$ cat src/verilog/fan_pwm_regs.vh
// Purpose: constants for the fan speed pwm controller
// Assumes: apb byte addresses, 32-bit data, pclk at 5.5 MHz
// Notes:   tick based delays count pwm period events
`ifndef FAN_PWM_REGS_VH
`define FAN_PWM_REGS_VH

// register byte offsets
`define REG_TEMP          8'h00
`define REG_LIMITS        8'h04
`define REG_CONFIG        8'h08
`define REG_STATUS        8'h0C
`define REG_COMPARE       8'h10

// limits fields
`define LIM_LOWER_LSB     0
`define LIM_LOWER_MSB     7
`define LIM_UPPER_LSB     8
`define LIM_UPPER_MSB     15
`define LIM_OVER_LSB      16
`define LIM_OVER_MSB      23

// config fields, both in period ticks
`define CFG_STALL_LSB     0
`define CFG_STALL_MSB     7
`define CFG_DELAY_LSB     8
`define CFG_DELAY_MSB     15

// reset values
`define TEMP_RST          8'h00
`define LIMITS_RST        24'hE0C040
`define CONFIG_RST        16'h1932

// pwm timer
`define SYS_CLK_HZ        5500000
`define PWM_HZ            50
`define PRESCALE_DIV      2
`define PRESCALE_MAX      1'h1
`define RELOAD            16'hD6D8
`define COUNT_START       16'h0001
`define SCALE_DIV         24'h0000FF

// period tick and one second in ticks
`define TICK_MS           20
`define SECOND_MS         1000
`define TICKS_PER_SEC     6'h32

// duty floor and sweep step, as readings
`define MIN_READING       8'h1A
`define FULL_READING      8'hFF
`define SWEEP_STEP        8'h19

`endif

$ cat src/verilog/tach_stall_detector.v
// Purpose: stall watch for one fan tachometer input
// Assumes: tach_in is asynchronous, tick is one pclk wide
// Notes:   counter restarts on every rising tach edge
`timescale 1ns/1ps
module tach_stall_detector (
   input  wire       pclk,
   input  wire       presetn,
   input  wire       tach_in,
   input  wire       monitor,
   input  wire       tick,
   input  wire [7:0] timeout,
   output wire       stall
);
   reg       meta_q;
   reg       sync_q;
   reg       last_q;
   reg [7:0] cnt_q;
   reg       stall_q;
   wire      rise;

   assign rise  = sync_q & ~last_q;
   assign stall = stall_q;

   always @(posedge pclk or negedge presetn) begin
      if (!presetn) begin
         meta_q  <= 1'b0;
         sync_q  <= 1'b0;
         last_q  <= 1'b0;
         cnt_q   <= 8'h00;
         stall_q <= 1'b0;
      end else begin
         meta_q <= tach_in;
         sync_q <= meta_q;
         last_q <= sync_q;
         if (!monitor || rise) begin
            cnt_q <= 8'h00;
         end else if (tick && cnt_q != 8'hFF) begin
            cnt_q <= cnt_q + 8'h01;
         end
         stall_q <= monitor && !rise && (cnt_q >= timeout);
      end
   end
endmodule // tach_stall_detector

$ cat src/verilog/fan_speed_pwm_controller.v
// Purpose: temperature driven pwm for four fans with stall shutdown
// Assumes: apb master on pclk, switches and tach lines asynchronous
// Notes:   reading is written by software into the temp register
//
// Contract
// - one 50 Hz pwm drives all fans
// - timer counts system clock divided by two
// - period reload is 0xD6D8 in two bytes
// - high at start, low on compare, restart 0001H
// - compare is reading times reload over 255
// - minimum duty above lower, proportional, full above upper
// - above upper limit hold full duty
// - period event at every reload match
// - compare refreshed from reading once per second
// - delays are counts of period ticks
// - no tach rise within timeout flags fan
// - any fault switches off every fan
// - fault stays latched until restart
// - overtemp lights indicator, full duty fans
// - sweep switch steps duty 10 to 100 and back
// - fans enabled one by one with delay
// - no pwm below lower limit
// - pwm high, gates low before start
// - sweep ignores temperature reading
`timescale 1ns/1ps
`include "fan_pwm_regs.vh"
module fan_speed_pwm_controller #(parameter [15:0] PERIOD_RELOAD = `RELOAD) (
   input  wire        pclk,
   input  wire        presetn,
   input  wire        psel,
   input  wire        penable,
   input  wire        pwrite,
   input  wire [7:0]  paddr,
   input  wire [31:0] pwdata,
   input  wire [3:0]  pstrb,
   output wire [31:0] prdata,
   output wire        pready,
   output wire        pslverr,
   input  wire        restart_switch,
   input  wire        sweep_test_switch,
   input  wire [3:0]  tach_in,
   output wire        pwm_out,
   output wire [3:0]  fan_gate_enable,
   output wire [3:0]  fan_drive,
   output wire [3:0]  fault_indicator,
   output wire        overtemp_indicator
);
   localparam ST_IDLE  = 2'b00;
   localparam ST_START = 2'b01;
   localparam ST_RUN   = 2'b10;
   localparam ST_FAULT = 2'b11;

   // scale a reading onto the reload span
   function [15:0] scale;
      input [7:0] r;
      reg   [23:0] p;
      reg   [23:0] q;
      begin
         p = {16'h0000, r} * {8'h00, PERIOD_RELOAD};
         q = p / `SCALE_DIV;
         scale = q[15:0];
      end
   endfunction

   // merge write data by byte lanes
   function [31:0] merge;
      input [31:0] old;
      input [31:0] wd;
      input [3:0]  strb;
      integer i;
      begin
         merge = old;
         for (i = 0; i < 4; i = i + 1) begin
            if (strb[i]) begin
               merge[i*8 +: 8] = wd[i*8 +: 8];
            end
         end
      end
   endfunction

   reg [7:0]  temp_q;
   reg [23:0] limits_q;
   reg [15:0] config_q;
   reg [31:0] prdata_q;
   reg        pslverr_q;
   reg        rst_meta_q;
   reg        rst_sync_q;
   reg        swp_meta_q;
   reg        swp_sync_q;
   reg [1:0]  state_q;
   reg [3:0]  en_q;
   reg [3:0]  fault_q;
   reg [7:0]  dly_q;
   reg [5:0]  sec_q;
   reg        pre_q;
   reg [15:0] cnt_q;
   reg        pwm_q;
   reg [15:0] active_cmp_q;
   reg [15:0] pending_cmp_q;
   reg [7:0]  sweep_lvl_q;
   reg        sweep_up_q;
   reg        over_q;
   reg [31:0] rd_mux;
   reg        hit;
   reg [15:0] target;
   reg [7:0]  floor_rd;

   wire [7:0] lower;
   wire [7:0] upper;
   wire [7:0] over;
   wire [7:0] stall_to;
   wire [7:0] start_dly;
   wire       setup;
   wire       wr_acc;
   wire       timer_on;
   wire       step;
   wire       tick;
   wire       sec_end;
   wire       demand;
   wire [3:0] stall;
   wire       any_stall;
   wire [31:0] wr_word = merge(rd_mux, pwdata, pstrb);

   assign lower     = limits_q[`LIM_LOWER_MSB:`LIM_LOWER_LSB];
   assign upper     = limits_q[`LIM_UPPER_MSB:`LIM_UPPER_LSB];
   assign over      = limits_q[`LIM_OVER_MSB:`LIM_OVER_LSB];
   assign stall_to  = config_q[`CFG_STALL_MSB:`CFG_STALL_LSB];
   assign start_dly = config_q[`CFG_DELAY_MSB:`CFG_DELAY_LSB];

   // apb slave, zero wait states
   assign setup   = psel & ~penable;
   assign wr_acc  = psel & penable & pwrite;
   assign pready  = 1'b1;
   assign prdata  = prdata_q;
   assign pslverr = pslverr_q & psel & penable;

   always @* begin
      hit    = 1'b1;
      rd_mux = 32'h00000000;
      case (paddr)
         `REG_TEMP:    rd_mux = {24'h000000, temp_q};
         `REG_LIMITS:  rd_mux = {8'h00, limits_q};
         `REG_CONFIG:  rd_mux = {16'h0000, config_q};
         `REG_STATUS:  rd_mux = {16'h0000, sweep_lvl_q, state_q, swp_sync_q, over_q, fault_q};
         `REG_COMPARE: rd_mux = {pending_cmp_q, active_cmp_q};
         default:      hit    = 1'b0;
      endcase
   end

   always @(posedge pclk or negedge presetn) begin
      if (!presetn) begin
         temp_q    <= `TEMP_RST;
         limits_q  <= `LIMITS_RST;
         config_q  <= `CONFIG_RST;
         prdata_q  <= 32'h00000000;
         pslverr_q <= 1'b0;
      end else begin
         if (setup) begin
            prdata_q  <= pwrite ? 32'h00000000 : rd_mux;
            pslverr_q <= ~hit;
         end
         if (wr_acc && paddr == `REG_TEMP) begin
            temp_q <= wr_word[7:0];
         end
         if (wr_acc && paddr == `REG_LIMITS) begin
            limits_q <= wr_word[23:0];
         end
         if (wr_acc && paddr == `REG_CONFIG) begin
            config_q <= wr_word[15:0];
         end
      end
   end

   // switch synchronisers
   always @(posedge pclk or negedge presetn) begin
      if (!presetn) begin
         rst_meta_q <= 1'b0;
         rst_sync_q <= 1'b0;
         swp_meta_q <= 1'b0;
         swp_sync_q <= 1'b0;
      end else begin
         rst_meta_q <= restart_switch;
         rst_sync_q <= rst_meta_q;
         swp_meta_q <= sweep_test_switch;
         swp_sync_q <= swp_meta_q;
      end
   end

   // duty target from reading, limits and sweep
   always @* begin
      floor_rd = (temp_q < `MIN_READING) ? `MIN_READING : temp_q;
      if (swp_sync_q) begin
         target = scale(sweep_lvl_q);
      end else if (temp_q > over) begin
         target = PERIOD_RELOAD;
      end else if (temp_q > upper) begin
         target = PERIOD_RELOAD;
      end else begin
         target = scale(floor_rd);
      end
   end

   // pwm timer, one waveform for all fans
   assign timer_on = (state_q == ST_START) || (state_q == ST_RUN);
   assign step     = (pre_q == `PRESCALE_MAX);
   assign tick     = timer_on && step && (cnt_q == PERIOD_RELOAD);
   assign sec_end  = tick && (sec_q == `TICKS_PER_SEC - 6'h01);

   always @(posedge pclk or negedge presetn) begin
      if (!presetn) begin
         pre_q        <= 1'b0;
         cnt_q        <= `COUNT_START;
         pwm_q        <= 1'b1;
         active_cmp_q <= PERIOD_RELOAD;
      end else if (!timer_on) begin
         pre_q        <= 1'b0;
         cnt_q        <= `COUNT_START;
         pwm_q        <= 1'b1;
         active_cmp_q <= pending_cmp_q;
      end else begin
         pre_q <= step ? 1'b0 : pre_q + 1'b1;
         if (step) begin
            if (cnt_q == PERIOD_RELOAD) begin
               cnt_q        <= `COUNT_START;
               pwm_q        <= 1'b1;
               active_cmp_q <= pending_cmp_q;
            end else begin
               cnt_q <= cnt_q + 16'h0001;
               if (cnt_q == active_cmp_q) begin
                  pwm_q <= 1'b0;
               end
            end
         end
      end
   end

   // once per second compare refresh and sweep stepping
   always @(posedge pclk or negedge presetn) begin
      if (!presetn) begin
         sec_q         <= 6'h00;
         pending_cmp_q <= PERIOD_RELOAD;
         sweep_lvl_q   <= `MIN_READING;
         sweep_up_q    <= 1'b1;
      end else begin
         if (!timer_on) begin
            sec_q         <= 6'h00;
            pending_cmp_q <= target;
         end else if (sec_end) begin
            sec_q         <= 6'h00;
            pending_cmp_q <= target;
         end else if (tick) begin
            sec_q <= sec_q + 6'h01;
         end
         if (!swp_sync_q) begin
            sweep_lvl_q <= `MIN_READING;
            sweep_up_q  <= 1'b1;
         end else if (sec_end) begin
            if (sweep_up_q) begin
               if (sweep_lvl_q >= `FULL_READING - `SWEEP_STEP) begin
                  sweep_lvl_q <= `FULL_READING;
                  sweep_up_q  <= 1'b0;
               end else begin
                  sweep_lvl_q <= sweep_lvl_q + `SWEEP_STEP;
               end
            end else begin
               if (sweep_lvl_q <= `MIN_READING + `SWEEP_STEP) begin
                  sweep_lvl_q <= `MIN_READING;
                  sweep_up_q  <= 1'b1;
               end else begin
                  sweep_lvl_q <= sweep_lvl_q - `SWEEP_STEP;
               end
            end
         end
      end
   end

   // tach watch per fan
   genvar g;
   generate
      for (g = 0; g < 4; g = g + 1) begin : tach_watch
         tach_stall_detector u_det (
            .pclk    (pclk),
            .presetn (presetn),
            .tach_in (tach_in[g]),
            .monitor (en_q[g]),
            .tick    (tick),
            .timeout (stall_to),
            .stall   (stall[g])
         );
      end
   endgenerate

   assign any_stall = |stall;
   assign demand    = swp_sync_q || (temp_q > lower) || (temp_q > over);

   // start sequencing and fault latch
   always @(posedge pclk or negedge presetn) begin
      if (!presetn) begin
         state_q <= ST_IDLE;
         en_q    <= 4'h0;
         dly_q   <= 8'h00;
         fault_q <= 4'h0;
         over_q  <= 1'b0;
      end else begin
         over_q <= (temp_q > over);
         if (rst_sync_q) begin
            fault_q <= stall;
         end else begin
            fault_q <= fault_q | stall;
         end
         case (state_q)
            ST_IDLE: begin
               en_q  <= 4'h0;
               dly_q <= 8'h00;
               if (|fault_q || any_stall) begin
                  state_q <= ST_FAULT;
               end else if (demand) begin
                  state_q <= ST_START;
               end
            end
            ST_START: begin
               if (any_stall || |fault_q) begin
                  state_q <= ST_FAULT;
                  en_q    <= 4'h0;
               end else if (!demand) begin
                  state_q <= ST_IDLE;
                  en_q    <= 4'h0;
               end else if (tick) begin
                  if (dly_q + 8'h01 >= start_dly) begin
                     dly_q <= 8'h00;
                     en_q  <= {en_q[2:0], 1'b1};
                     if (en_q[2]) begin
                        state_q <= ST_RUN;
                     end
                  end else begin
                     dly_q <= dly_q + 8'h01;
                  end
               end
            end
            ST_RUN: begin
               if (any_stall || |fault_q) begin
                  state_q <= ST_FAULT;
                  en_q    <= 4'h0;
               end else if (!demand) begin
                  state_q <= ST_IDLE;
                  en_q    <= 4'h0;
               end
            end
            ST_FAULT: begin
               en_q <= 4'h0;
               if (rst_sync_q && !any_stall) begin
                  state_q <= ST_IDLE;
               end
            end
            default: begin
               state_q <= ST_IDLE;
               en_q    <= 4'h0;
            end
         endcase
      end
   end

   assign pwm_out            = pwm_q;
   assign fan_gate_enable    = en_q;
   assign fan_drive          = en_q & {4{pwm_q}};
   assign fault_indicator    = fault_q;
   assign overtemp_indicator = over_q;
endmodule // fan_speed_pwm_controller

$ cat config.mk
export PLATFORM = sky130hd
export DESIGN_NAME = fan_speed_pwm_controller
export DESIGN_NICKNAME = d
export VERILOG_FILES = /design/src/verilog/tach_stall_detector.v /design/src/verilog/fan_speed_pwm_controller.v
export VERILOG_INCLUDE_DIRS = /design/src /design/src/verilog
export SDC_FILE = /design/constraint.sdc
export NUM_CORES = 1
export LEC_CHECK = 0
export BUFFER_PORTS_ARGS = -buffer_cell sky130_fd_sc_hd__buf_2
export CAP_MARGIN = 30
export CORE_ASPECT_RATIO = 0.7
export CORE_MARGIN = 5
export CORE_UTILIZATION = 41
export DETAILED_ROUTE_END_ITERATION = 10
export HOLD_SLACK_MARGIN = 0.08
export PLACE_DENSITY = 0.58
export SLEW_MARGIN = 20
export SYNTH_ARGS = -nofsm -noshare
export SYNTH_HDL_FRONTEND = slang
export SYNTH_SLANG_ARGS = --single-unit
$ cat constraint.sdc
create_clock -name pclk -period 15.3 [get_ports pclk]
set_clock_uncertainty 0.1 [all_clocks]
set_input_delay 1.53 -clock pclk [delete_from_list [all_inputs] [get_ports pclk]]
set_output_delay 1.53 -clock pclk [all_outputs]
set_load 0.01 [all_outputs]
* Word level (Yosys, flattened, before mapping)
Index checks and enable logic that the tools add are counted.
Storage, ports and cells: flip-flop bits (word level) 217, latch bits 0, memory bits (writable) 0, bits in read-only memories 0, output and inout bits 48, word-level logic and storage cells 234, memories 0
Operators by class: $add $sub $neg 10, $mul 2, divide/modulo/power cells 2, magnitude comparators 11, eq/ne operators 29, shift operators 0, multiplexer cells 69, bitwise logic cells 17, reductions and logical operators 52
Operator list (number):
- 2-to-1 mux 16 bit | 11
- 2-to-1 mux 8 bit | 21
- one-hot mux 32 bit (5 select lines) | 1
- divider 24 x 8 -> 24 bit (second input constant) | 2
- multiplier 8 x 13 -> 21 bit (second input constant) | 2
- adder 8 x 1 -> 8 bit (second input constant) | 5
- >= comparator 8 bit | 5
- 2-to-1 mux 32 bit | 1
- != test 8 bit (second input constant) | 4
- 2-to-1 mux 4 bit | 7
- > comparator 8 bit | 3
- 2-to-1 mux 2 bit | 10
- logical AND 1 bit | 19
- 2-to-1 mux 6 bit | 3
- adder 16 x 1 -> 16 bit (second input constant) | 1
- equality test 16 bit | 1
- equality test 16 bit (second input constant) | 1
- equality test 8 x 4 -> 1 bit (second input constant) | 2
- one-hot mux 8 bit (2 select lines) | 1
- 2-to-1 mux 1 bit | 12
- one-hot mux 4 bit (3 select lines) | 1
- nonzero test 2 bit | 5
- bitwise AND 1 bit | 9
- logical NOT 1 bit | 9
- other kinds (33) | 56

* Depth between registers and ports, before layout
Gate-level depths: netlist of run 1.
word-level depth 9, mapped depth 63, mapped depth without buffers 56

* By module
Synthesis of run 1 repeated with hierarchy kept, for this count alone.
Unflattened totals: cell total of the unflattened synthesis 3045, area, all modules 24788.8 um^2
Modules (own cells, without submodules):
- fan_speed_pwm_controller | times used 1, cells an instance 2742, area an instance 21903.5 um^2, sequential area each 4274.1 um^2
- tach_stall_detector (tach_watch[0].u_det ...) | times used 3, cells an instance 76, area an instance 720.7 um^2, sequential area each 300.3 um^2
- tach_stall_detector (tach_watch[3].u_det) | times used 1, cells an instance 75, area an instance 723.2 um^2, sequential area each 300.3 um^2

* Least setup slack after synthesis of run 1
OpenSTA, ideal clock, no wires.
path kind register to register, start point register temp_q[6], end point register pending_cmp_q[0], arrival time 14.247 ns, data required time 15.064 ns, path slack 0.816 ns, cell stages (with the launch flop) 58, buffers on the path 4, cells stage by stage dfrtp_1 > inv_1 > ha_1 > nand3b_1 > nand2b_1 > ha_1 > inv_1 > fa_1 > inv_1 > fa_1 > inv_1 > fa_1 > inv_1 > ha_1 > a21o_1 > o2bb2ai_1 > a211oi_2 > mux2i_1 > [... 22 more ...] > buf_2 > nor4_2 > o21ai_1 > o41a_1 > xnor2_2 > and4_1 > clkbuf_1 > a21oi_2 > mux2i_1 > or4_1 > ha_1 > nand2_1 > inv_1 > xnor2_1 > ha_1 > or3_1 > a21oi_1 > o211ai_1
Between the ends: cells in the longest elaborated chain, start to end 9, elaborated cells between the ends (all ways) 11, those cells by class mul (1); div (1); order compare (3); mux (6)
Ends and longest elaborated chain:
- start: declaration | RTL line fan_speed_pwm_controller.v:81 | reg [7:0] temp_q;
- start signal: assignment | RTL line fan_speed_pwm_controller.v:152 | temp_q <= `TEMP_RST;
- start signal: assignment | RTL line fan_speed_pwm_controller.v:163 | temp_q <= wr_word[7:0];
- < comparator 8 x 5 -> 1 bit (no line)
- 2-to-1 mux 8 bit | RTL line fan_speed_pwm_controller.v:191 | floor_rd = (temp_q < `MIN_READING) ? `MIN_READING : temp_q;
- multiplier 8 x 13 -> 21 bit | RTL line fan_speed_pwm_controller.v:59 | p = {16'h0000, r} * {8'h00, PERIOD_RELOAD};
- divider 24 x 8 -> 24 bit (no line)
- 2-to-1 mux 16 bit | RTL line fan_speed_pwm_controller.v:196 | end else if (temp_q > upper) begin
- 2-to-1 mux 16 bit * | RTL line fan_speed_pwm_controller.v:194 | end else if (temp_q > over) begin
- 2-to-1 mux 16 bit * | RTL line fan_speed_pwm_controller.v:192 | if (swp_sync_q) begin
- 2-to-1 mux 16 bit | RTL line fan_speed_pwm_controller.v:248 | end else if (sec_end) begin
- 2-to-1 mux 16 bit * | RTL line fan_speed_pwm_controller.v:245 | if (!timer_on) begin
- end signal: assignment | RTL line fan_speed_pwm_controller.v:247 | pending_cmp_q <= target;
- end signal: assignment | RTL line fan_speed_pwm_controller.v:250 | pending_cmp_q <= target;
- end: declaration | RTL line fan_speed_pwm_controller.v:99 | reg [15:0] pending_cmp_q;
Mark *: on every way between the ends. The rest lies on a longest branch, timed or not. The select of a mux whose other input is x is not followed. A chain may end at the register's enable or synchronous reset.

* Final worst setup path of run 1
start point register sweep_lvl_q[3], end point register pending_cmp_q[0]
Between the ends: cells in the longest elaborated chain, start to end 5
Ends and longest elaborated chain:
- start: declaration | RTL line fan_speed_pwm_controller.v:100 | reg [7:0] sweep_lvl_q;
- start signal: assignment | RTL line fan_speed_pwm_controller.v:242 | sweep_lvl_q <= `MIN_READING;
- start signal: assignment | RTL line fan_speed_pwm_controller.v:255 | sweep_lvl_q <= `MIN_READING;
- start signal: assignment | RTL line fan_speed_pwm_controller.v:260 | sweep_lvl_q <= `FULL_READING;
- multiplier 8 x 13 -> 21 bit * | RTL line fan_speed_pwm_controller.v:59
- divider 24 x 8 -> 24 bit (no line) *
- 2-to-1 mux 16 bit * | RTL line fan_speed_pwm_controller.v:192
- 2-to-1 mux 16 bit | RTL line fan_speed_pwm_controller.v:248
- 2-to-1 mux 16 bit * | RTL line fan_speed_pwm_controller.v:245
Marked as above.

==> results.tsv, run 1 <==
metric	value	unit
initial antenna violation count	0	
Detailed Route Iter0 Violations	2031	
DRC violation count after routing	0	
arrival time of the worst setup path	15.04	ns
global router's overall resource usage	23.0	%
final-report hold violation count	0	
buffers from clock root to sink, at most	3	
number of global-route vias before repair	22704	
sort of element at the start of the critical path	flip-flop	
sequential area share after synthesis	22.6	%
cell count after synthesis	2905	
number of buffers inserted during clock tree synthesis	21	
fraction of registers with async set or reset after synthesis	100	%
CP most frequent cell	sky130_fd_sc_hd__buf_4	
Hold Crit Class	flip-flop to flip-flop	
CTS tree	done	
Mapped Nets	3217	
Final ANT Viol Nets	0	
slowest cell delay on critical path	0.62	ns
post-placement setup slack	0.0968	ns
most common flop cell mapped by yosys	sky130_fd_sc_hd__dfrtp_1	
Clock Sink Count	217	
clock root buffer	sky130_fd_sc_hd__clkbuf_16	
ratio of final minimum period to clock period	96.3	%
distinct cell type count of the synthesized netlist	126	
WL final	77400	um
Antenna Diode Count	0	
# placed instances	3971	
H-Tree Level Count	1	
first-pass detailed-route iteration total	5	
wire length of the first global-routing pass	122000	um
per-cell routed wire length	19.2	um
final-report setup violation count	0	
Final Net Count	3575	
library cell with the highest instance count after synthesis	sky130_fd_sc_hd__nand2_1	
final number of max-transition violations	0	
Critical Path Fanout Max	7	
number of rows in the core area	74	
Worst-Skew Late Latency	0.55	ns
ratio of cells with drive above 1 in the final layout	23.6	%
height of the die	213	um
Warnings, synthesis	0	
number of port buffers	92	
Core Region	0.0583	mm^2
Syn Std Cell Area	0.0242	mm^2
slowest cell on the critical path	sky130_fd_sc_hd__dfstp_2	
Max-Cap Viols	0	
Final HPWL DP	61600	um
setup repair after global routing missed its margin	true	
dominant cells by area after synthesis	sky130_fd_sc_hd__dfrtp_1 (19%), sky130_fd_sc_hd__ha_1 (10%), sky130_fd_sc_hd__nand2_1 (4.9%)	
WS Path Type	flip-flop to flip-flop	
leading cell types by count after synthesis	sky130_fd_sc_hd__nand2_1 (313), sky130_fd_sc_hd__nor2_1 (211), sky130_fd_sc_hd__ha_1 (199)	
number of top-level design ports	103	
initial core utilization	41.5	%
filler-free cell count of the finished design	4038	
number of enable-type register cells in the synthesized netlist	0	
Rel. slew slack	37.7	%
Yosys top cell area share	18.7	%
clock-pin slew of the registers on the worst-case setup and hold paths	0.10	ns
Final Wtd Congestion	0.936	
filler cell count	5566	
post-cts hold buffer count	0	
Die ar.	0.0640	mm^2
total gr overflow	0	
post-route worst setup slack	0.566	ns
vias after detailed routing	24096	
Area Overhead vs Synth	20.4	%
synthesized area per cell	8.32	um^2
status	finished, final reports clean	
Synth Register Bits	217	
Die Width	300	um
final-layout setup total negative slack	0	ns
transition at the pin with the smallest max-transition slack	0.934	ns
fmax	67.9	MHz
worst hold margin	0.243	ns
kind of end point of the critical path	flip-flop	
maximum number of pins on one net before global-route repair	84	
final period demand of the worst path	14.73	ns
Yosys top cell by area	sky130_fd_sc_hd__dfrtp_1	
Data required, critical path	15.60	ns
vias per inst	5.97	
## sequential cells by signal (all words and copies together) (netlist names), 6 cells and up
name	cells
config_q	16
cnt_q	16
sec_q	6
temp_q	8
prdata	32
dly_q	8
limits_q	24
active_cmp_q	16
tach_watch.u_det.cnt_q	32
sweep_lvl_q	8
pending_cmp_q	16
## routing by layer
layer	GRT usage [%]	vias to the layer above	wire length, um
li1	-	11474	-
met1	36.0	11807	38600
met5	0	-	0
met3	5.58	68	6280
met4	2.59	0	790
met2	33.0	747	31800
## metrics by stage
step                      instance area, um^2  util, %
after floorplan                         24200        -
after global placement                  27500     47.1
after detailed placement                27500     47.1
after CTS                               28200     48.3
after global routing                    29100     49.9
final                                   29100     49.9
## layout by cell type, fill, tap and decap left out, drive strengths merged, types with 58 or more instances in the layout
master,instances
dfrtp,181
fa,58
buf,423
o21ai,202
xnor2,69
ha,199
a21oi,138
xor2,70
nor2,214
nand2,314
nor3,78
nand3,96
inv,189
## critical path, delay by kind of cell (launching register included)
| family | cells | cell delay, ns |
|---|---|---|
| simple gates | 18 | 4.56 |
| fa+ha+maj | 7 | 2.72 |
| xor+xnor | 2 | 0.36 |
| flops | 1 | 0.62 |
| compound gates | 20 | 4.45 |
| mux | 1 | 0.29 |
| buf+inv | 10 | 1.49 |
## repair_timing
item	4_1_cts	5_1_grt
setup buffers	0	24
hold endpoints to repair	0	0
resized for setup	0	140
endpoints found under the setup margin	0	3
## cell type report
type / count / area (um^2) / area share [%]
sequential: 217 / 5480 / 18.8
inverter: 188 / 709 / 2.44
tap: 760 / 951 / 3.27
timing repair buffer: 425 / 2990 / 10.3
clock buffer: 23 / 553 / 1.90
clock inverter: 15 / 121 / 0.417
multi-input combinational: 2410 / 18300 / 62.9
## kinds of logic after synthesis
group | count (synthesis) | synth area share [%]
xor gates and xnor gates | 142 | 5.41
other | 1 | 0.0155
adders and majority gates | 260 | 15.2
muxes | 98 | 4.30
AOI/OAI and AO/OA | 851 | 25.4
DFF | 217 | 22.6
buffers and inverters | 278 | 4.61
and+or+nand+nor | 1058 | 22.4
## path summary, 6_finish.rpt
kind                                                      startpoint                                        to  slack, ns  cells past startpoint
worst min register to register  tach_watch[1].u_det.meta_q$_DFF_PN0_      tach_watch[1].u_det.sync_q$_DFF_PN0_       0.24                      0
worst max register to register            sweep_lvl_q[3]$_DFFE_PN1P_              pending_cmp_q[0]$_DFFE_PN0P_       0.57                     58
max in group asynchronous                                    presetn                           pre_q$_DFF_PN0_      12.90                      2
worst min-delay path            tach_watch[1].u_det.meta_q$_DFF_PN0_      tach_watch[1].u_det.sync_q$_DFF_PN0_       0.24                      0
min in group asynchronous                                    presetn  tach_watch[1].u_det.cnt_q[3]$_DFFE_PN0P_       0.85                      1
worst max-delay path                      sweep_lvl_q[3]$_DFFE_PN1P_              pending_cmp_q[0]$_DFFE_PN0P_       0.57                     58
Power of run 1 is left out: the tool's default activity adds up to more than one toggle a clock period on the data nets, which glitch-free logic cannot reach.
==> inputs of run 2 (changes only) <==
--- a/config.mk
+++ b/config.mk
@@ -8,12 +8,15 @@
 export LEC_CHECK = 0
 export BUFFER_PORTS_ARGS = -buffer_cell sky130_fd_sc_hd__buf_2
 export CAP_MARGIN = 30
+export CELL_PAD_IN_SITES_DETAIL_PLACEMENT = 1
+export CELL_PAD_IN_SITES_GLOBAL_PLACEMENT = 1
 export CORE_ASPECT_RATIO = 0.7
 export CORE_MARGIN = 5
 export CORE_UTILIZATION = 41
+export CTS_CLUSTER_SIZE = 16
 export DETAILED_ROUTE_END_ITERATION = 10
 export HOLD_SLACK_MARGIN = 0.08
-export PLACE_DENSITY = 0.58
+export PLACE_DENSITY = 0.73
 export SLEW_MARGIN = 20
 export SYNTH_ARGS = -nofsm -noshare
 export SYNTH_HDL_FRONTEND = slang
==> run 2 against run 1 <==
  * Wire length rose by 16%
  * Via count rose by 3.0%
  * Sequential share of layout area fell by 0.23 points
  * Critical path depth fell by 1
  * Die area did not move
  * Critical path type unchanged
  * Largest cell class unchanged
==> results.tsv, run 2 (synthesis gave the netlist of run 1 again) <==
metric	value	unit
status	finished, final reports clean	
final number of max-transition violations	0	
height of the die	213	um
Die ar.	0.0640	mm^2
final-report hold violation count	0	
slowest cell delay on critical path	0.59	ns
DRC violation count after routing	0	
Final Wtd Congestion	0.905	
kind of end point of the critical path	flip-flop	
WS Path Type	flip-flop to flip-flop	
hold endpoint	tach_watch[0].u_det.sync_q$_DFF_PN0_	
CTS tree	done	
Rel. slew slack	35.0	%
vias per inst	6.11	
ratio of cells with drive above 1 in the final layout	25.0	%
wire length of the first global-routing pass	140000	um
arrival time of the worst setup path	15.14	ns
initial antenna violation count	2	
Core Region	0.0583	mm^2
Max-Cap Viols	0	
initial core utilization	41.5	%
first-pass detailed-route iteration total	5	
most common cell after layout, fill and taps aside	sky130_fd_sc_hd__buf_4	
ratio of final minimum period to clock period	97.1	%
vias after detailed routing	24808	
Area Overhead vs Synth	22.0	%
number of top-level design ports	103	
Final ANT Viol Nets	0	
total gr overflow	0	
clock-pin slew of the registers on the worst-case setup and hold paths	0.08	ns
end of the worst register-to-register path	pending_cmp_q[0]$_DFFE_PN0P_	
worst-case register-to-register setup slack	0.45	ns
global router's overall resource usage	26.5	%
number of port buffers	92	
number of global-route vias before repair	25655	
maximum number of pins on one net before global-route repair	98	
final-report setup violation count	0	
post-cts hold buffer count	0	
Data required, critical path	15.59	ns
Die Width	300	um
H-Tree Level Count	1	
slowest cell on the critical path	sky130_fd_sc_hd__fa_2	
Final HPWL DP	70800	um
Detailed Route Iter0 Violations	1718	
buffers from clock root to sink, at most	3	
number of buffers inserted during clock tree synthesis	20	
clock root buffer	sky130_fd_sc_hd__clkbuf_16	
Clock Sink Count	217	
Critical Path Fanout Max	7	
CP most frequent cell	sky130_fd_sc_hd__buf_4	
transition at the pin with the smallest max-transition slack	0.973	ns
number of rows in the core area	74	
final period demand of the worst path	14.85	ns
Hold Crit Class	flip-flop to flip-flop	
sort of element at the start of the critical path	flip-flop	
combined buffer and inverter count along the critical path	11	
Hold Crit Depth	0	
per-cell routed wire length	22.2	um
Layout Utilization	50.6	%
CP delay by family, top	compound AO/OA/AOI/OAI gates	
worst-case reg-to-reg path depth	57	
most frequent cells in the layout	sky130_fd_sc_hd__buf_4 (353), sky130_fd_sc_hd__nand2_1 (309), sky130_fd_sc_hd__nor2_1 (203)	
Final Net Count	3600	
Crit Reg-Reg Startpoint	temp_q[6]$_DFFE_PN0P_	
WL final	90000	um
start point of the worst hold path	tach_watch[0].u_det.meta_q$_DFF_PN0_	
fmax	67.3	MHz
Worst-Skew Late Latency	0.52	ns
## run 2: changes by cell type in the layout (fill, tap and decap cells not counted), moves of 4 or more
cell,previous run,this run
sky130_fd_sc_hd__buf_4,329,353
sky130_fd_sc_hd__clkinvlp_4,5,1
sky130_fd_sc_hd__nor2_1,207,203
sky130_fd_sc_hd__nor2_2,4,9
sky130_fd_sc_hd__o21ai_1,22,18
## run 2: what timing repair did
item	CTS	global route
resized for setup	6	176
cloned	0	1
setup endpoints to repair	2	3
buffers inserted	1	36
pin swaps	1	44
## run 2: metrics by stage
step	hold WS [ns]	worst slack [ns]	cell area, um^2	std cells	setup TNS (ns)
after floorplan	0.231	0.816	24200	2905	0
after global placement	0.232	0.328	27600	3983	0
after CTS	0.251	0.0235	28300	4024	0
after detailed placement	0.236	-0.0901	27600	3987	-0.143
final	0.249	0.451	29500	4063	0
after global routing	0.252	-0.188	29500	4062	-0.330
## run 2: how the worst max path moves through the flow
stage                          startpoint                           end  slack, ns  cells after the start
global route        temp_q[6]$_DFFE_PN0P_  pending_cmp_q[0]$_DFFE_PN0P_      -0.19                     64
global placement    temp_q[6]$_DFFE_PN0P_  pending_cmp_q[0]$_DFFE_PN0P_       0.33                     57
detailed placement  temp_q[6]$_DFFE_PN0P_  pending_cmp_q[0]$_DFFE_PN0P_      -0.09                     59
floorplan           temp_q[6]$_DFFE_PN0P_  pending_cmp_q[0]$_DFFE_PN0P_       0.82                     57
finish              temp_q[6]$_DFFE_PN0P_  pending_cmp_q[0]$_DFFE_PN0P_       0.45                     57
CTS                 temp_q[6]$_DFFE_PN0P_  pending_cmp_q[0]$_DFFE_PN0P_       0.02                     55
## run 2: area by class of cell
cell class,count,area [um^2]
clock buffers,27,578
fillers,6998,28800
diodes,1,2.50
flip-flops and latches,217,5480
clock inverters,9,83.8
inverters,188,706
multi-input cells,2411,18500
repair buffers,450,3170
well taps,760,951
## run 2: routing by layer
metal / track usage [%] / routed length [um] / vias up
met4: 4.45 / 1520 / 0
met2: 40.8 / 39600 / 612
li1: - / - / 11512
met5: 0 / 0 / -
met1: 40.0 / 44000 / 12575
met3: 3.89 / 4910 / 109
Power of run 2 is left out for the same reason.
